--- src/core/dsrf_pkg.sv ---
// Purpose: constants for the delta-sigma result formatter
// Assumes: registers sit on a plain strobe port with 8-bit byte addresses
// Notes: one aligned word per register, 16-bit data in the low bits
package dsrf_pkg;
  localparam int DSRF_CHANNELS = 4;
  localparam int DSRF_RAW_W = 20;
  localparam int DSRF_DIFF_W = 21;
  localparam int DSRF_PROD_W = 26;
  localparam logic [7:0] DSRF_CTRL_ADDR = 8'h00;
  localparam logic [7:0] DSRF_OFS_BASE = 8'h10;
  localparam logic [7:0] DSRF_RES_BASE = 8'h20;
  localparam int DSRF_GAIN_LO_BIT = 0;
  localparam int DSRF_GAIN_HI_BIT = 1;
  localparam int DSRF_DIV_LSB = 2;
  localparam logic [1:0] DSRF_GAIN_RST = 2'h0;
  localparam logic [2:0] DSRF_DIV_RST = 3'h0;
  localparam logic [2:0] DSRF_DIV_THIRD = 3'h3;
  localparam logic [2:0] DSRF_DIV_QUARTER = 3'h2;
  localparam logic [2:0] DSRF_DIV_FIFTH = 3'h1;
  localparam logic [2:0] DSRF_DIV_SIXTH = 3'h0;
  localparam logic [2:0] DSRF_RATIO_3 = 3'h3;
  localparam logic [2:0] DSRF_RATIO_4 = 3'h4;
  localparam logic [2:0] DSRF_RATIO_5 = 3'h5;
  localparam logic [2:0] DSRF_RATIO_6 = 3'h6;
  localparam logic signed [DSRF_PROD_W-1:0] DSRF_SAT_POS = 26'sh0007FFF;
  localparam logic signed [DSRF_PROD_W-1:0] DSRF_SAT_NEG = -26'sh0008000;
  localparam logic [15:0] DSRF_CODE_POS = 16'h7FFF;
  localparam logic [15:0] DSRF_CODE_NEG = 16'h8000;
  localparam int DSRF_OFS_SHIFT = 5;
endpackage

--- src/core/dsrf_sat_if.sv ---
`timescale 1ns/10ps
// Purpose: carries the full-precision outcome to the clamp and the code back
// Assumes: purely combinational exchange
// Notes: none
interface dsrf_sat_if;
  logic signed [25:0] wide;
  logic [15:0] code;
  modport fmt (output wide, input code);
  modport sat (input wide, output code);
endinterface

--- src/core/dsrf_top.sv ---
`timescale 1ns/10ps
// Purpose: scales, offsets, gains and clamps conversion samples into result registers
// Assumes: filter samples are synchronous to i_ref_clk, full scale 2^15
// Notes: converter clock is modelled as a tick from the divider on i_ref_clk
//
// How it works
// - results held as 16-bit two's complement
// - above +32767 store 7FFF
// - below -32768 store 8000
// - in-range negative stored as value plus 65536
// - in-range non-negative stored unchanged
// - gain one to eight from two bits
// - single-ended subtracts offset code over 1024
// - divider code picks third, quarter, fifth, sixth
module dsrf_top import dsrf_pkg::*; (
  input wire logic i_ref_clk,
  input wire logic i_rst,
  input wire logic [7:0] i_addr,
  input wire logic [15:0] i_wdata,
  input wire logic i_wr,
  input wire logic i_rd,
  input wire logic i_sample_valid,
  input wire logic [1:0] i_sample_chan,
  input wire logic i_sample_diff,
  input wire logic signed [19:0] i_sample_raw,
  output logic [15:0] o_rdata,
  output logic o_result_strobe,
  output logic [1:0] o_result_chan,
  output logic [15:0] o_result,
  output logic o_conv_tick,
  output logic [2:0] o_div_ratio
);
  typedef struct packed {
    logic [1:0] gain;
    logic [2:0] div_sel;
    logic [DSRF_CHANNELS-1:0][13:0] ofs;
    logic [DSRF_CHANNELS-1:0][15:0] res;
    logic signed [DSRF_PROD_W-1:0] prod;
    logic prod_v;
    logic [1:0] prod_ch;
    logic [15:0] rdata;
    logic strobe;
    logic [1:0] res_ch;
    logic [15:0] last;
    logic [2:0] div_cnt;
    logic [2:0] ratio;
    logic tick;
  } dsrf_state_t;

  dsrf_state_t st_reg;
  dsrf_state_t st_next;
  dsrf_sat_if sat_bus ();
  logic signed [DSRF_DIFF_W-1:0] diff_val;
  logic [3:0] gain_factor;
  logic [2:0] sel_ratio;

  dsrf_sat u_sat (
    .s(sat_bus.sat)
  );

  assign sat_bus.wide = st_reg.prod;

  always_comb begin
    unique case (st_reg.gain)
      2'h0: gain_factor = 4'h1;
      2'h1: gain_factor = 4'h2;
      2'h2: gain_factor = 4'h4;
      2'h3: gain_factor = 4'h8;
    endcase
    case (st_reg.div_sel)
      DSRF_DIV_THIRD: sel_ratio = DSRF_RATIO_3;
      DSRF_DIV_QUARTER: sel_ratio = DSRF_RATIO_4;
      DSRF_DIV_FIFTH: sel_ratio = DSRF_RATIO_5;
      default: sel_ratio = DSRF_RATIO_6;
    endcase
    if (i_sample_diff) begin
      diff_val = DSRF_DIFF_W'(i_sample_raw);
    end else begin
      // offset code / 1024 of full scale 2^15 is code * 32
      diff_val = DSRF_DIFF_W'(i_sample_raw) -
        $signed({2'h0, st_reg.ofs[i_sample_chan], 5'h00});
    end
  end

  always_comb begin
    st_next = st_reg;
    st_next.strobe = 1'b0;
    st_next.rdata = 16'h0000;
    st_next.prod_v = i_sample_valid;
    st_next.prod_ch = i_sample_chan;
    // widen both factors first so the product keeps every bit of a gain of eight
    st_next.prod = DSRF_PROD_W'(diff_val) *
      DSRF_PROD_W'($signed({1'b0, gain_factor}));
    if (st_reg.prod_v) begin
      st_next.res[st_reg.prod_ch] = sat_bus.code;
      st_next.last = sat_bus.code;
      st_next.res_ch = st_reg.prod_ch;
      st_next.strobe = 1'b1;
    end
    // divider restarts its count at each tick so a ratio change waits a period
    st_next.tick = 1'b0;
    if (st_reg.div_cnt >= st_reg.ratio - 3'h1) begin
      st_next.div_cnt = 3'h0;
      st_next.tick = 1'b1;
      st_next.ratio = sel_ratio;
    end else begin
      st_next.div_cnt = st_reg.div_cnt + 3'h1;
    end
    if (i_wr) begin
      if (i_addr == DSRF_CTRL_ADDR) begin
        st_next.gain = {i_wdata[DSRF_GAIN_HI_BIT], i_wdata[DSRF_GAIN_LO_BIT]};
        st_next.div_sel = i_wdata[DSRF_DIV_LSB +: 3];
      end
      for (int c = 0; c < DSRF_CHANNELS; c++) begin
        if (i_addr == DSRF_OFS_BASE + 8'(4 * c)) begin
          st_next.ofs[c] = i_wdata[13:0];
        end
      end
    end
    if (i_rd) begin
      if (i_addr == DSRF_CTRL_ADDR) begin
        st_next.rdata = {11'h000, st_reg.div_sel, st_reg.gain};
      end
      for (int c = 0; c < DSRF_CHANNELS; c++) begin
        if (i_addr == DSRF_OFS_BASE + 8'(4 * c)) begin
          st_next.rdata = {2'h0, st_reg.ofs[c]};
        end
        if (i_addr == DSRF_RES_BASE + 8'(4 * c)) begin
          st_next.rdata = st_reg.res[c];
        end
      end
    end
  end

  always_ff @(posedge i_ref_clk) begin
    if (i_rst) begin
      st_reg <= '0;
      st_reg.gain <= DSRF_GAIN_RST;
      st_reg.div_sel <= DSRF_DIV_RST;
      st_reg.ratio <= DSRF_RATIO_6;
    end else begin
      st_reg <= st_next;
    end
  end

  assign o_rdata = st_reg.rdata;
  assign o_result_strobe = st_reg.strobe;
  assign o_result_chan = st_reg.res_ch;
  assign o_result = st_reg.last;
  assign o_conv_tick = st_reg.tick;
  assign o_div_ratio = st_reg.ratio;
endmodule // dsrf_top

--- src/core/dsrf_sat.sv ---
`timescale 1ns/10ps
// Purpose: clamps a full-precision outcome into a 16-bit two's-complement code
// Assumes: input is signed and wider than 16 bits
// Notes: combinational
module dsrf_sat import dsrf_pkg::*; (
  dsrf_sat_if.sat s
);
  always_comb begin
    if (s.wide > DSRF_SAT_POS) begin
      s.code = DSRF_CODE_POS;
    end else if (s.wide < DSRF_SAT_NEG) begin
      s.code = DSRF_CODE_NEG;
    end else begin
      // low bits equal the outcome, or outcome plus 65536 when negative
      s.code = s.wide[15:0];
    end
  end
endmodule // dsrf_sat

--- config.mk ---
export PLATFORM = sky130hd
export DESIGN_NAME = dsrf_top
export DESIGN_NICKNAME = d
export VERILOG_FILES = /design/src/core/dsrf_pkg.sv /design/src/core/dsrf_sat_if.sv /design/src/core/dsrf_top.sv /design/src/core/dsrf_sat.sv
export SDC_FILE = /design/constraint.sdc
export NUM_CORES = 1
export LEC_CHECK = 0
export BUFFER_PORTS_ARGS = -buffer_cell sky130_fd_sc_hd__clkbuf_2
export CORE_AREA = 2 2 157 159
export DETAILED_ROUTE_END_ITERATION = 6
export DIE_AREA = 0 0 159 161
export PLACE_DENSITY = 0.69
export SLEW_MARGIN = 20
export SYNTH_ARGS = -nofsm -noshare
export SYNTH_HDL_FRONTEND = slang
export SYNTH_SLANG_ARGS = --single-unit
--- constraint.sdc ---
create_clock -name i_ref_clk -period 7.9 [get_ports i_ref_clk]
set_clock_uncertainty 0.2 [all_clocks]
set_input_delay 1.185 -clock i_ref_clk [delete_from_list [all_inputs] [get_ports i_ref_clk]]
set_output_delay 1.185 -clock i_ref_clk [all_outputs]
set_load 0.02 [all_outputs]
# Yosys cells after proc, flatten, opt, wreduce, memory -nomap -nowiden
# Cells that the tools add are included.
dict set report classes {
  n_addsub 3
  n_mul 1
  magnitude_cmp 6
  n_eq_ne 14
  n_mux 21
  n_bitwise 1
  n_reduce_logical 10
}
# cell count
set op_table {}
lappend op_table {{$mux 16} 11}
lappend op_table {{$bwmux 64} 1}
lappend op_table {{$demux 16 s2} 1}
lappend op_table {{$eq 8x5->1 const B} 4}
lappend op_table {{$eq 8x6->1 const B} 4}
lappend op_table {{$bmux 14 s2} 1}
lappend op_table {{$gt 26x16->1 const B} 1}
lappend op_table {{$lt 26x16->1 const B} 1}
lappend op_table {{$mul 21x5->26} 1}
lappend op_table {{$mux 21} 1}
lappend op_table {{$sub 20x20->21} 1}
lappend op_table {{$mux 19} 1}
lappend op_table {{$pmux 4 s4} 1}
lappend op_table {{$mux 14} 1}
lappend op_table {{$reduce_and 2->1} 5}
lappend op_table {{$pmux 3 s3} 1}
lappend op_table {{$logic_not 8->1} 1}
lappend op_table {{$eq 3x2->1 const B} 2}
lappend op_table {{$lt 2x3->1 const B} 2}
lappend op_table {{$mux 5} 1}
lappend op_table {{$eq 2x2->1 const B} 2}
lappend op_table {{$reduce_or 2->1} 2}
lappend op_table {{$add 3x1->3 const B} 1}
lappend op_table {{$eq 3x1->1 const B} 1}
lappend op_table {{8 further kinds} 8}
dict set report totals {
  register_bits 196
  inputBits 52
}

# Logic depth before layout (Yosys ltp)
# Gate-level depths: netlist (run 1).
dict set report logic_depth {
  depth_word 10
  depth_mapped 28
  depth_no_buf 25
}

# Modules after synthesis
# From an unflattened synthesis (run 1), not the netlist that was laid out.
dict set report unflattened {
  cells_unflattened 1564
  area_unflattened_um2 12589.6
}
# module n_inst cells_per_inst area_each_um2 seq_area_each_um2
set modules_own_cells {}
lappend modules_own_cells {dsrf_top 1 1517 12261.8 3923.8}
lappend modules_own_cells {dsrf_sat 1 47 327.8 0.0}

# Worst setup path before layout (run 1)
# Ideal clock, no wire load.
dict set report synth_path {
  path_kind {in2reg}
  startpoint {in i_sample_chan[0]}
  endpoint {reg st_reg, in the netlist sat_bus.wide[25]}
  setup_time_ns 0.114
  arrival_ns 7.129
  slack_ns 0.457
  path_stages 27
  path_buffers 2
  path_cell_list {clkbuf_1 > buf_2 > mux4_2 > inv_1 > ha_1 > o21ai_1 > a21oi_1 > or4_1 > a21oi_1 > o21bai_1 > a21oi_1 > xor2_1 > o31ai_1 > ha_1 > fa_1 > inv_1 > fa_1 > inv_1 > ha_1 > a21oi_1 > o21ai_0 > a21o_1 > a21o_1 > o21ai_1 > a31oi_2 > xnor3_1 > nor2b_1}
}
dict set report synth_via {
  elab_chain_cells 5
}
# element line_no
set synth_rtl {}
lappend synth_rtl {{start: declaration} dsrf_top.sv:23} ;# input wire logic [1:0] i_sample_chan,
lappend synth_rtl {{$bmux 14 s2} dsrf_top.sv:81} ;# $signed({2'h0, st_reg.ofs[i_sample_chan], 5'h00});
lappend synth_rtl {{$mux 14 (implied by the code)} dsrf_top.sv:81}
lappend synth_rtl {{$sub 20x20->21} dsrf_top.sv:80} ;# diff_val = DSRF_DIFF_W'(i_sample_raw) -
lappend synth_rtl {{$mux 21} dsrf_top.sv:76} ;# if (i_sample_diff) begin
lappend synth_rtl {{$mul 21x5->26} dsrf_top.sv:92} ;# st_next.prod = DSRF_PROD_W'(diff_val) *
lappend synth_rtl {{end signal: assignment} dsrf_top.sv:142} ;# st_reg <= st_next;
lappend synth_rtl {{end: declaration} dsrf_top.sv:50} ;# dsrf_state_t st_reg;
# No other way between the ends. The select of a mux whose other input is x is not followed.
# A chain may end at the register's enable or synchronous reset.

# Worst setup path in the final report (run 1)
# Ends and elaborated chain as after synthesis.

==> reports/qor.yml, run 1 <==
netlist_instances: 1459
slew_headroom: 0.301
reg2reg_from: "st_reg[137]"
antenna_found_initial: 1
synth_edf_count: 0
nFillCells: 2269
gp_congestion: 0.874
cts_max_path_buffers: 2
async_flop_share: 0
cts-buffers-inserted: 17
status: "complete, but fails checks"
final_common_cell: "nand2_1"
clk_pin_slew_worst_paths_ps: 80
synth.avg_cell_area_um2: 8.23
dr.pass1.iters: 7
n_antenna_cell: 0
rows: 57
antenna_left: 0
numPortBuffers: 88
wire_per_inst_um: 17.8
reg2regPathDepth: 25
cts_root_buffer: "clkbuf_16"
slowest_stage: "fa_1"
syn_area_mm2: 0.0120
crit_type: "in2reg"
synth-seq-area-share: 0.327
pin_count: 91
violations: "DRC"
hp-class: "reg2reg"
cts.sinks: 196
drive_gt1_frac: 0.117
grt_overflow: 0
syn_nets: 1624
critical_path_arrival_ps: 7280
fin_crit_ps: 7170
finalSetupTns_ps: 0
synth_compound_area_frac: 0.169
grt_max_degree: 99
yosys_warnings: 0
period_share: 0.908
timing.rr.end: "sat_bus.wide[25]"
multiInputGateArea_mm2: 0.00707
fin_cells: 1795
num-nets-final: 1623
fmax_mhz: 139
synth_fa_ha_area_frac: 0.145
ir_worst_vdd_mv: 0.112
start_util: 0.501
leakagePower_nw: 5.51
post_drt_via_cell_ratio: 5.56
cts_tree: "yes"
rsz0062_at_grt: "no"
final_cell_mix: "nand2_1 (261), dfxtp_1 (196), a21oi_1 (156)"
dp_cells: 1762
cts_setup_buffers: 0
detail_route.iter0.violations: 936
slew_violations: 0
power_density_mw_per_mm2: 169
slowest_delay_ps: 530
area_delta_synth_final_pct: 8.18
setup_viol: 0
cp_max_fo: 10
synth-simple-area-share: 0.193
die_area_mm2: 0.0256
synthFlopType: "dfxtp_1"
synth-seq-cells: 196
start_kind: "input port"
critPathRequiredTime_ps: 8000
whs_path_depth: 2
timing_hold_violations_final: 0
grt_pass1_wl_um: 51100
post-route-drc-count: 2
cp-endpoint: "sat_bus.wide[25]"
fp.dieH_um: 161
vias: 9978
synth_top_family_by_area: "simple AND/OR/NAND/NOR gates"
r2r_slack_ps: 1370
dp_hpwl_um: 23300
grt_util_all_layers: 0.251
clk_latency_ps: 460
whs_ps: 257
ff_latch_area_mm2: 0.00392
yosys.cell_types.count: 68
worstMarginPinSlew_ps: 1050
largest_reg_flops: 131
crit_path_end_kind: "register"
fp.dieW_um: 159
cap_violations: 0
grt_pass1_vias: 9767
drt_wl_total_um: 31900
ctsHoldBuffers: 0
htreeDepth: 4
crit_start: "i_sample_chan[0]"
synthMuxAreaShare: 0.0573
min_from: "st_reg[122]"
synth_xor_area_frac: 0.0230
cts_resized: 0
design.core.area_mm2: 0.0240
-- cells in the mapped netlist (3+ instances only) --
library cell  count  share of area
a22o_1           16          0.012
buf_4            39          0.024
fa_1             44          0.073
mux2i_1          35          0.029
o21a_1           20          0.013
dfxtp_1         196           0.33
nand3_1          22         0.0092
mux4_2           14          0.026
o21ai_1           6         0.0025
buf_2            11         0.0046
a22oi_1           4         0.0025
o31ai_1           9         0.0056
a21oi_1         156          0.065
a221oi_1         17          0.012
o211ai_1          5         0.0031
or2_2             6         0.0031
nor3_1           14         0.0058
nor2_1          111          0.035
and2_1           17         0.0089
o211a_1           8         0.0067
a31oi_1          11         0.0057
nand2b_1         21          0.011
clkbuf_1         66          0.021
buf_1             4         0.0013
nor3b_1           5         0.0031
nand4_1           5         0.0026
o21ai_0          28          0.012
a222oi_1          7         0.0058
nand2_1         261          0.082
a211oi_1          6         0.0038
xnor2_1          18          0.013
nor4_1            4         0.0021
a21oi_2           3         0.0022
a21o_1           12         0.0075
nor2b_1          19         0.0099
inv_1           110          0.034
and2_0            3         0.0016
xor2_1           11         0.0080
and3_1           13         0.0068
ha_1             69          0.072
-- metal layers --
layer / wire length [um] / part of all wire / up-vias / global-route usage
met5: 13 / 0.00041 / - / 0
met4: 859 / 0.027 / 2 / 0.0851
met3: 1790 / 0.056 / 60 / 0.0413
met2: 15600 / 0.49 / 291 / 0.433
met1: 13600 / 0.43 / 4750 / 0.321
li1: - / - / 4875 / -
-- critical path, delay by kind of cell --
| family | cells | cell delay (ps) |
|---|---|---|
| xor+xnor | 2 | 510 |
| buf+inv | 4 | 370 |
| fa+ha+maj | 5 | 2000 |
| simple gates | 6 | 910 |
| compound gates | 8 | 1800 |
| mux | 1 | 510 |
-- report_power, final --
part	internal, W	leakage, nW	switching (W)
registers	0.00101	1.59	0.0000146
clock network	0.000462	0.308	0.000455
logic	0.0000889	3.61	0.000162
total	0.00156	5.51	0.000631
-- worst min-delay path by stage --
stage / end / slack [ps]
CTS: st_reg[113] / 260
global placement: st_reg[118] / 240
floorplan: o_rdata[14] / 230
finish: st_reg[122] / 260
detailed placement: st_reg[133] / 250
global route: st_reg[116] / 270
-- cells by family after synthesis --
logic type | Yosys count
buffers and inverters | 230
flip-flops | 196
XOR/XNOR | 30
multiplexers | 51
AO/OA/AOI/OAI | 321
AND/OR/NAND/NOR | 518
adder cells (fa/ha/maj) | 113
-- per-stage QoR --
stage | power [W] | util | setup WS [ps] | cell area [um2]
final | 0.00220 | 0.542 | 725 | 13000
after CTS | 0.00221 | 0.541 | 758 | 13000
after detailed placement | 0.00130 | 0.515 | 298 | 12300
after floorplan | 0.00123 | - | 457 | 12000
after global routing | 0.00228 | 0.542 | 357 | 13000
after global placement | 0.00130 | 0.515 | 367 | 12300
-- final cells by class --
| cell class | instances | share of cell area |
|---|---|---|
| repair buffers | 100 | 0.0416 |
| clock inverters | 15 | 0.0165 |
| multi-input cells | 1033 | 0.544 |
| flip-flops and latches | 196 | 0.302 |
| inverters | 110 | 0.0318 |
| clock buffers | 17 | 0.0327 |
| well taps | 324 | 0.0312 |
(Power assumes the default switching activity.)
==> inputs of run 2 (changes only) <==
--- a/config.mk
+++ b/config.mk
@@ -5,11 +5,13 @@
 export SDC_FILE = /design/constraint.sdc
 export NUM_CORES = 1
 export LEC_CHECK = 0
+export ABC_AREA = 1
 export BUFFER_PORTS_ARGS = -buffer_cell sky130_fd_sc_hd__clkbuf_2
-export CORE_AREA = 2 2 157 159
+export CAP_MARGIN = 20
+export CORE_AREA = 2 2 160 162
 export DETAILED_ROUTE_END_ITERATION = 6
-export DIE_AREA = 0 0 159 161
-export PLACE_DENSITY = 0.69
+export DIE_AREA = 0 0 162 164
+export PLACE_DENSITY = 0.68
 export SLEW_MARGIN = 20
 export SYNTH_ARGS = -nofsm -noshare
 export SYNTH_HDL_FRONTEND = slang
==> run 2 against run 1 <==
Against the previous run:
- the run now ends clean
- routed wire length grew 5.6%
- register-to-register slack better by 730 ps
- cell count rose by 19%
- sequential power is essentially flat
- synthesized cell count rose by 22%
- total power increased by 0.72%
- non-clock buffer count is 3 lower
- count of clock-buffer cells in the layout increased by 3
- via count grew 13%
- critical path type unchanged
==> reports/qor.yml, run 2 <==
critical_path_arrival_ps: 6890  # was 7280 ps
detail_route.iter0.violations: 797  # was 936
cap_violations: 0  # unchanged
grt_max_degree: 89  # was 99
rsz0062_at_grt: "no"  # unchanged
grt_pass1_wl_um: 54000  # was 51,100 um
crit_type: "in2reg"  # unchanged
largest_reg_flops: 131  # unchanged
power_density_mw_per_mm2: 165  # was 169 mW/mm2
critPathRequiredTime_ps: 8040  # was 8000 ps
ff_latch_area_mm2: 0.00392  # unchanged
yosys.area.top_type_share: 0.315  # was 0.327
vias: 11300  # was 9,978
dp_hpwl_um: 25300  # was 23,300 um
gp_congestion: 0.935  # was 0.874
cts_root_buffer: "clkbuf_16"  # unchanged
drive_gt1_frac: 0.0962  # was 0.117
n_antenna_cell: 0  # unchanged
dr.pass1.iters: 5  # was 7
yosys.cell_count.top_type: "inv_1"  # was nand2_1
power.internal_w: 0.00156  # about the same
clk_latency_ps: 440  # was 460 ps
post-route-drc-count: 0  # was 2
clk_pin_slew_worst_paths_ps: 70  # was 80 ps
synthFlopType: "dfxtp_1"  # unchanged
seqPwrFrac: 0.469  # was 0.468
hp-class: "reg2reg"  # unchanged
switchingPower_w: 0.000655  # was 0.000631 W
synth.avg_cell_area_um2: 7.01  # was 8.23 um2
wire_per_inst_um: 15.8  # was 17.8 um
cts-buffers-inserted: 17  # unchanged
num-nets-final: 1951  # was 1,623
cp_max_fo: 13  # was 10
cts.sinks: 196  # unchanged
leakagePower_nw: 6.65  # was 5.51 nW
cts_max_path_buffers: 2  # unchanged
slowest_delay_ps: 540  # was 530 ps
status: "finished, final reports clean"  # was complete, but fails checks
ir_worst_vdd_mv: 0.107  # was 0.112 mV
multiInputGateArea_mm2: 0.00670  # was 0.00707 mm2
numPortBuffers: 88  # unchanged
finalSetupTns_ps: 0  # unchanged
htreeDepth: 4  # unchanged
antenna_left: 0  # unchanged
fp.dieW_um: 162  # was 159 um
cts_setup_buffers: 0  # unchanged
cts_resized: 0  # unchanged
p_comb_frac: 0.150  # was 0.114
async_flop_share: 0  # unchanged
synth_edf_count: 0  # unchanged
fin_crit_ps: 6760  # was 7170 ps
nFillCells: 2522  # was 2,269
final_common_cell: "inv_1"  # was nand2_1
syn_nets: 1938  # was 1,624
netlist_instances: 1773  # was 1,459
dp_cells: 2097  # was 1,762
crit_path_end_kind: "register"  # unchanged
synth_area_leaders: "dfxtp_1 (32%), inv_1 (9.7%), a21oi_1 (7.2%), fa_1 (7.1%), ha_1 (6.9%)"  # was dfxtp_1 (33%), nand2_1 (8.2%), fa_1 (7.3%), ha_1 (7.2%), a21oi_1 (6.5%)
synth-seq-cells: 196  # unchanged
cp_common_cell: "nand2_1"
post_drt_via_cell_ratio: 5.29  # was 5.56
drt_wl_total_um: 33700  # was 31,900 um
start_util: 0.501  # about the same
cts_tree: "yes"  # unchanged
yosysTopAreaCell: "dfxtp_1"  # unchanged
period_share: 0.855  # was 0.908
slowest_stage: "fa_1"  # unchanged
grt_overflow: 0  # unchanged
ctsHoldBuffers: 0  # unchanged
synthTopCellsByCount: "inv_1 (321), nand2_1 (222), nor2_1 (199)"  # was nand2_1 (261), dfxtp_1 (196), a21oi_1 (156)
timing_hold_violations_final: 0  # unchanged
grt_util_all_layers: 0.259  # was 0.251
fp.dieH_um: 164  # was 161 um
start_kind: "input port"  # unchanged
syn_area_mm2: 0.0124  # was 0.0120 mm2
slew_headroom: 0.397  # was 0.301
yosys_warnings: 0  # unchanged
setup_viol: 0  # unchanged
synth-seq-area-share: 0.315  # was 0.327
pin_count: 91  # unchanged
slew_violations: 0  # unchanged
grt_pass1_vias: 10500  # was 9,767
antenna_found_initial: 0  # was 1
die_area_mm2: 0.0266  # was 0.0256 mm2
worstMarginPinSlew_ps: 902  # was 1050 ps
final_cell_mix: "inv_1 (320), nand2_1 (222), nor2_1 (199)"  # was nand2_1 (261), dfxtp_1 (196), a21oi_1 (156)
clkPwrFrac: 0.381  # was 0.418
area_delta_synth_final_pct: 7.52  # was 8.18%
rows: 58  # was 57
yosys.cell_types.count: 51  # was 68
fmax_mhz: 148  # was 139 MHz
fin_cells: 2129  # was 1,795
design.core.area_mm2: 0.0248  # was 0.0240 mm2
switching_share: 0.296  # was 0.288
==> run 2: cell families after synthesis <==
logic type | after synthesis | synth area share
and+or+nand+nor | 554 | 0.189
buffers and inverters | 437 | 0.146
muxes | 1 | 0.000805
AOI/OAI and AO/OA | 462 | 0.202
adders and majority gates | 113 | 0.140
xor gates and xnor gates | 10 | 0.00704
DFF | 196 | 0.315
==> run 2: final cells by class <==
type                    instances  area share
clock inverters                12     0.00851
well taps                     330      0.0309
clock buffers                  20      0.0342
flip-flops and latches        196       0.293
repair buffers                 97      0.0380
multi-input cells            1140       0.501
inverters                     334      0.0938
==> run 2: path summary, 6_finish.rpt <==
kind	endpoint	startpoint	slack [ps]	cells after the start
setup / recovery	sat_bus.wide[20]	i_sample_chan[1]	1140	32
hold / removal	st_reg[4]	st_reg[4]	260	1
setup reg to reg	sat_bus.wide[20]	st_reg[149]	2100	31
hold reg to reg	st_reg[4]	st_reg[4]	260	1
==> run 2: per-stage QoR <==
| stage | util | hold WS [ps] | power [W] | area, um2 | worst slack (ps) |
|---|---|---|---|---|---|
| after floorplan | - | 217 | 0.00130 | 12400 | 1620 |
| after global placement | 0.516 | 231 | 0.00138 | 12800 | 813 |
| after detailed placement | 0.516 | 251 | 0.00139 | 12800 | 804 |
| after CTS | 0.539 | 268 | 0.00222 | 13400 | 1240 |
| after global routing | 0.539 | 301 | 0.00231 | 13400 | 711 |
| final | 0.539 | 263 | 0.00221 | 13400 | 1140 |
==> run 2: critical path: cells and delay by family <==
kind                       cells  cell delay [ps]
buffers and inverters          6              900
adders and majority gates      6             2310
AOI/OAI and AO/OA              7             1120
xor gates and xnor gates       1              140
and+or+nand+nor               12             1240
==> run 2: layer usage <==
layer / track usage / up-vias / share of wire
met4: 0.111 / 0 / 0.036
met5: 0 / - / 0
met1: 0.321 / 5195 / 0.42
li1: - / 5658 / -
met3: 0.0306 / 71 / 0.059
met2: 0.456 / 338 / 0.49
==> run 2: power groups by stage <==
stage                     combinational, W  sequential (W)  clock, W
after floorplan                   0.000242         0.00106         0
after global placement            0.000323         0.00106         0
after detailed placement          0.000330         0.00106         0
after CTS                         0.000331         0.00104  0.000850
after global routing              0.000376         0.00104  0.000892
final                             0.000331         0.00104  0.000843
==> inputs of run 3 (changes only) <==
--- a/config.mk
+++ b/config.mk
@@ -8,10 +8,11 @@
 export ABC_AREA = 1
 export BUFFER_PORTS_ARGS = -buffer_cell sky130_fd_sc_hd__clkbuf_2
 export CAP_MARGIN = 20
-export CORE_AREA = 2 2 160 162
+export CORE_AREA = 2 2 145 147
+export CTS_CLUSTER_DIAMETER = 120
 export DETAILED_ROUTE_END_ITERATION = 6
-export DIE_AREA = 0 0 162 164
-export PLACE_DENSITY = 0.68
+export DIE_AREA = 0 0 147 149
+export PLACE_DENSITY = 0.81
 export SLEW_MARGIN = 20
 export SYNTH_ARGS = -nofsm -noshare
 export SYNTH_HDL_FRONTEND = slang
==> run 3 against run 2 <==
Against the previous run:
- the run now ends with DRC left
- cell area decreased by 0.15%
- sequential share of layout area barely moved
- register-to-register slack lost 80 ps
- global-route usage grew 5.0 points
- non-clock buffer count unchanged
- sequential cell count stayed put
- count of clock-buffer cells in the layout shrank 3
- routed wire length is 2.0% lower
- critical path type unchanged
- highest routed layer unchanged
==> reports/qor.yml, run 3 (synthesis gave the netlist of run 2 again) <==
nFillCells: 1825  # was 2,522
cts_setup_buffers: 0  # unchanged
violations: "DRC"
clk_pin_slew_worst_paths_ps: 80  # was 70 ps
cp-endpoint: "sat_bus.wide[23]"  # was sat_bus.wide[20]
area_delta_synth_final_pct: 7.35  # was 7.52%
setup_viol: 0  # unchanged
cts_root_buffer: "clkbuf_16"  # unchanged
finalSetupTns_ps: 0  # unchanged
antenna_left: 0  # unchanged
slowest_delay_ps: 560  # was 540 ps
cp_common_cell: "nand2_1"  # unchanged
vias: 11600  # was 11.3k
power.internal_w: 0.00161  # was 0.00156 W
hp-class: "reg2reg"  # unchanged
pin_count: 91  # unchanged
r2r_slack_ps: 2020  # was 2100 ps
cap_violations: 0  # unchanged
seqPwrFrac: 0.455  # was 0.469
reg2reg_from: "st_reg[136]"  # was st_reg[149]
final_common_cell: "inv_1"  # unchanged
grt_overflow: 0  # unchanged
timing_hold_violations_final: 0  # unchanged
grt_pass1_vias: 11000  # was 10.5k
cts_max_path_buffers: 2  # unchanged
slew_violations: 0  # unchanged
rows: 53  # was 58
whs_ps: 256  # was 263 ps
whs_path_depth: 1  # unchanged
wire_per_inst_um: 15.9  # was 15.8 um
switchingPower_w: 0.000672  # was 0.000655 W
drt_wl_total_um: 33000  # was 33,700 um
post-route-drc-count: 1  # was 0
ir_worst_vdd_mv: 0.165  # was 0.107 mV
cts-buffers-inserted: 17  # unchanged
start_kind: "input port"  # unchanged
die_area_mm2: 0.0219  # was 0.0266 mm2
htreeDepth: 4  # unchanged
design.core.area_mm2: 0.0206  # was 0.0248 mm2
fp.dieH_um: 149  # was 164 um
worstMarginPinSlew_ps: 1020  # was 902 ps
status: "complete, but fails checks"  # was finished, final reports clean
antenna_found_initial: 0  # unchanged
timing.rr.end: "sat_bus.wide[23]"  # was sat_bus.wide[20]
gp_congestion: 0.908  # was 0.935
numPortBuffers: 88  # unchanged
grt_max_degree: 90  # was 89
fp.dieW_um: 147  # was 162 um
crit_start: "i_sample_chan[0]"  # was i_sample_chan[1]
power_density_mw_per_mm2: 171  # was 165 mW/mm2
crit_type: "in2reg"  # unchanged
critPathRequiredTime_ps: 8040  # about the same
drive_gt1_frac: 0.0967  # was 0.0962
critical_path_arrival_ps: 6880  # was 6890 ps
rsz0062_at_grt: "no"  # unchanged
ctsHoldBuffers: 0  # unchanged
leakagePower_nw: 6.68  # was 6.65 nW
grt_util_all_layers: 0.309  # was 0.259
fin_crit_ps: 6740  # was 6760 ps
cts_resized: 0  # unchanged
cts.sinks: 196  # unchanged
switching_share: 0.295  # was 0.296
fmax_mhz: 148  # about the same
n_antenna_cell: 0  # unchanged
final_cell_mix: "inv_1 (320), nand2_1 (222), nor2_1 (199)"  # unchanged
clk_latency_ps: 450  # was 440 ps
cp_max_fo: 45  # was 13
p_comb_frac: 0.145  # was 0.150
dr.pass1.iters: 7  # was 5
reg2regPathDepth: 29  # was 31
start_util: 0.605  # was 0.501
slew_headroom: 0.318  # was 0.397
crit_path_end_kind: "register"  # unchanged
period_share: 0.853  # was 0.855
slowest_stage: "fa_1"  # unchanged
grt_pass1_wl_um: 54100  # was 54,000 um
dp_hpwl_um: 24400  # was 25,300 um
cts_tree: "yes"  # unchanged
detail_route.iter0.violations: 1041  # was 797
clkPwrFrac: 0.400  # was 0.381
largest_reg_flops: 131  # unchanged
post_drt_via_cell_ratio: 5.57  # was 5.29
num-nets-final: 1951  # unchanged
run 3: layer usage:
| metal | global-route usage | up-vias | part of all wire |
|---|---|---|---|
| met5 | 0 | - | 0 |
| met4 | 0.138 | 0 | 0.043 |
| met3 | 0.0422 | 115 | 0.066 |
| met2 | 0.538 | 498 | 0.49 |
| met1 | 0.384 | 5279 | 0.40 |
| li1 | - | 5665 | - |
run 3: worst min path at each step:
| stage | startpoint | endpoint | slack, ps |
|---|---|---|---|
| floorplan | st_reg[4] | st_reg[4] | 220 |
| global placement | st_reg[4] | st_reg[4] | 230 |
| detailed placement | st_reg[4] | st_reg[4] | 250 |
| CTS | st_reg[4] | st_reg[4] | 260 |
| global route | st_reg[4] | st_reg[4] | 290 |
| finish | st_reg[4] | st_reg[4] | 260 |
run 3: cell type report:
| class | instances | area [um2] | share of cell area |
|---|---|---|---|
| Clock buffer | 17 | 425 | 0.0319 |
| Inverter | 334 | 1250 | 0.0939 |
| Multi-Input combinational cell | 1140 | 6700 | 0.502 |
| Clock inverter | 15 | 194 | 0.0145 |
| Timing Repair Buffer | 97 | 508 | 0.0380 |
| Tap cell | 275 | 344 | 0.0258 |
| Sequential cell | 196 | 3920 | 0.294 |
run 3: power groups by stage:
stage	sequential (W)	combinational [W]	clock [W]
floorplan	0.00106	0.000242	0
global placement	0.00106	0.000318	0
detailed placement	0.00106	0.000326	0
CTS	0.00104	0.000328	0.000916
global route	0.00104	0.000373	0.000959
finish	0.00104	0.000331	0.000912
run 3: stage by stage:
stage          setup WS (ps)   util  power (W)  std cells  area, um2
2_1_floorplan           1620      -    0.00130       1773      12400
5_1_grt                  623  0.649    0.00237       2074      13400
3_5_place_dp             825  0.619    0.00139       2042      12700
6_report                1160  0.649    0.00228       2074      13400
3_3_place_gp             933  0.619    0.00138       2042      12700
4_1_cts                 1270  0.649    0.00228       2074      13400
run 3: worst max-delay path, delay by kind of cell:
kind / cells / cell delay [ps]
adders and majority gates: 5 / 2090
and+or+nand+nor: 15 / 1430
buffers and inverters: 6 / 720
muxes: 1 / 390
xor gates and xnor gates: 1 / 170
AOI/OAI and AO/OA: 3 / 890
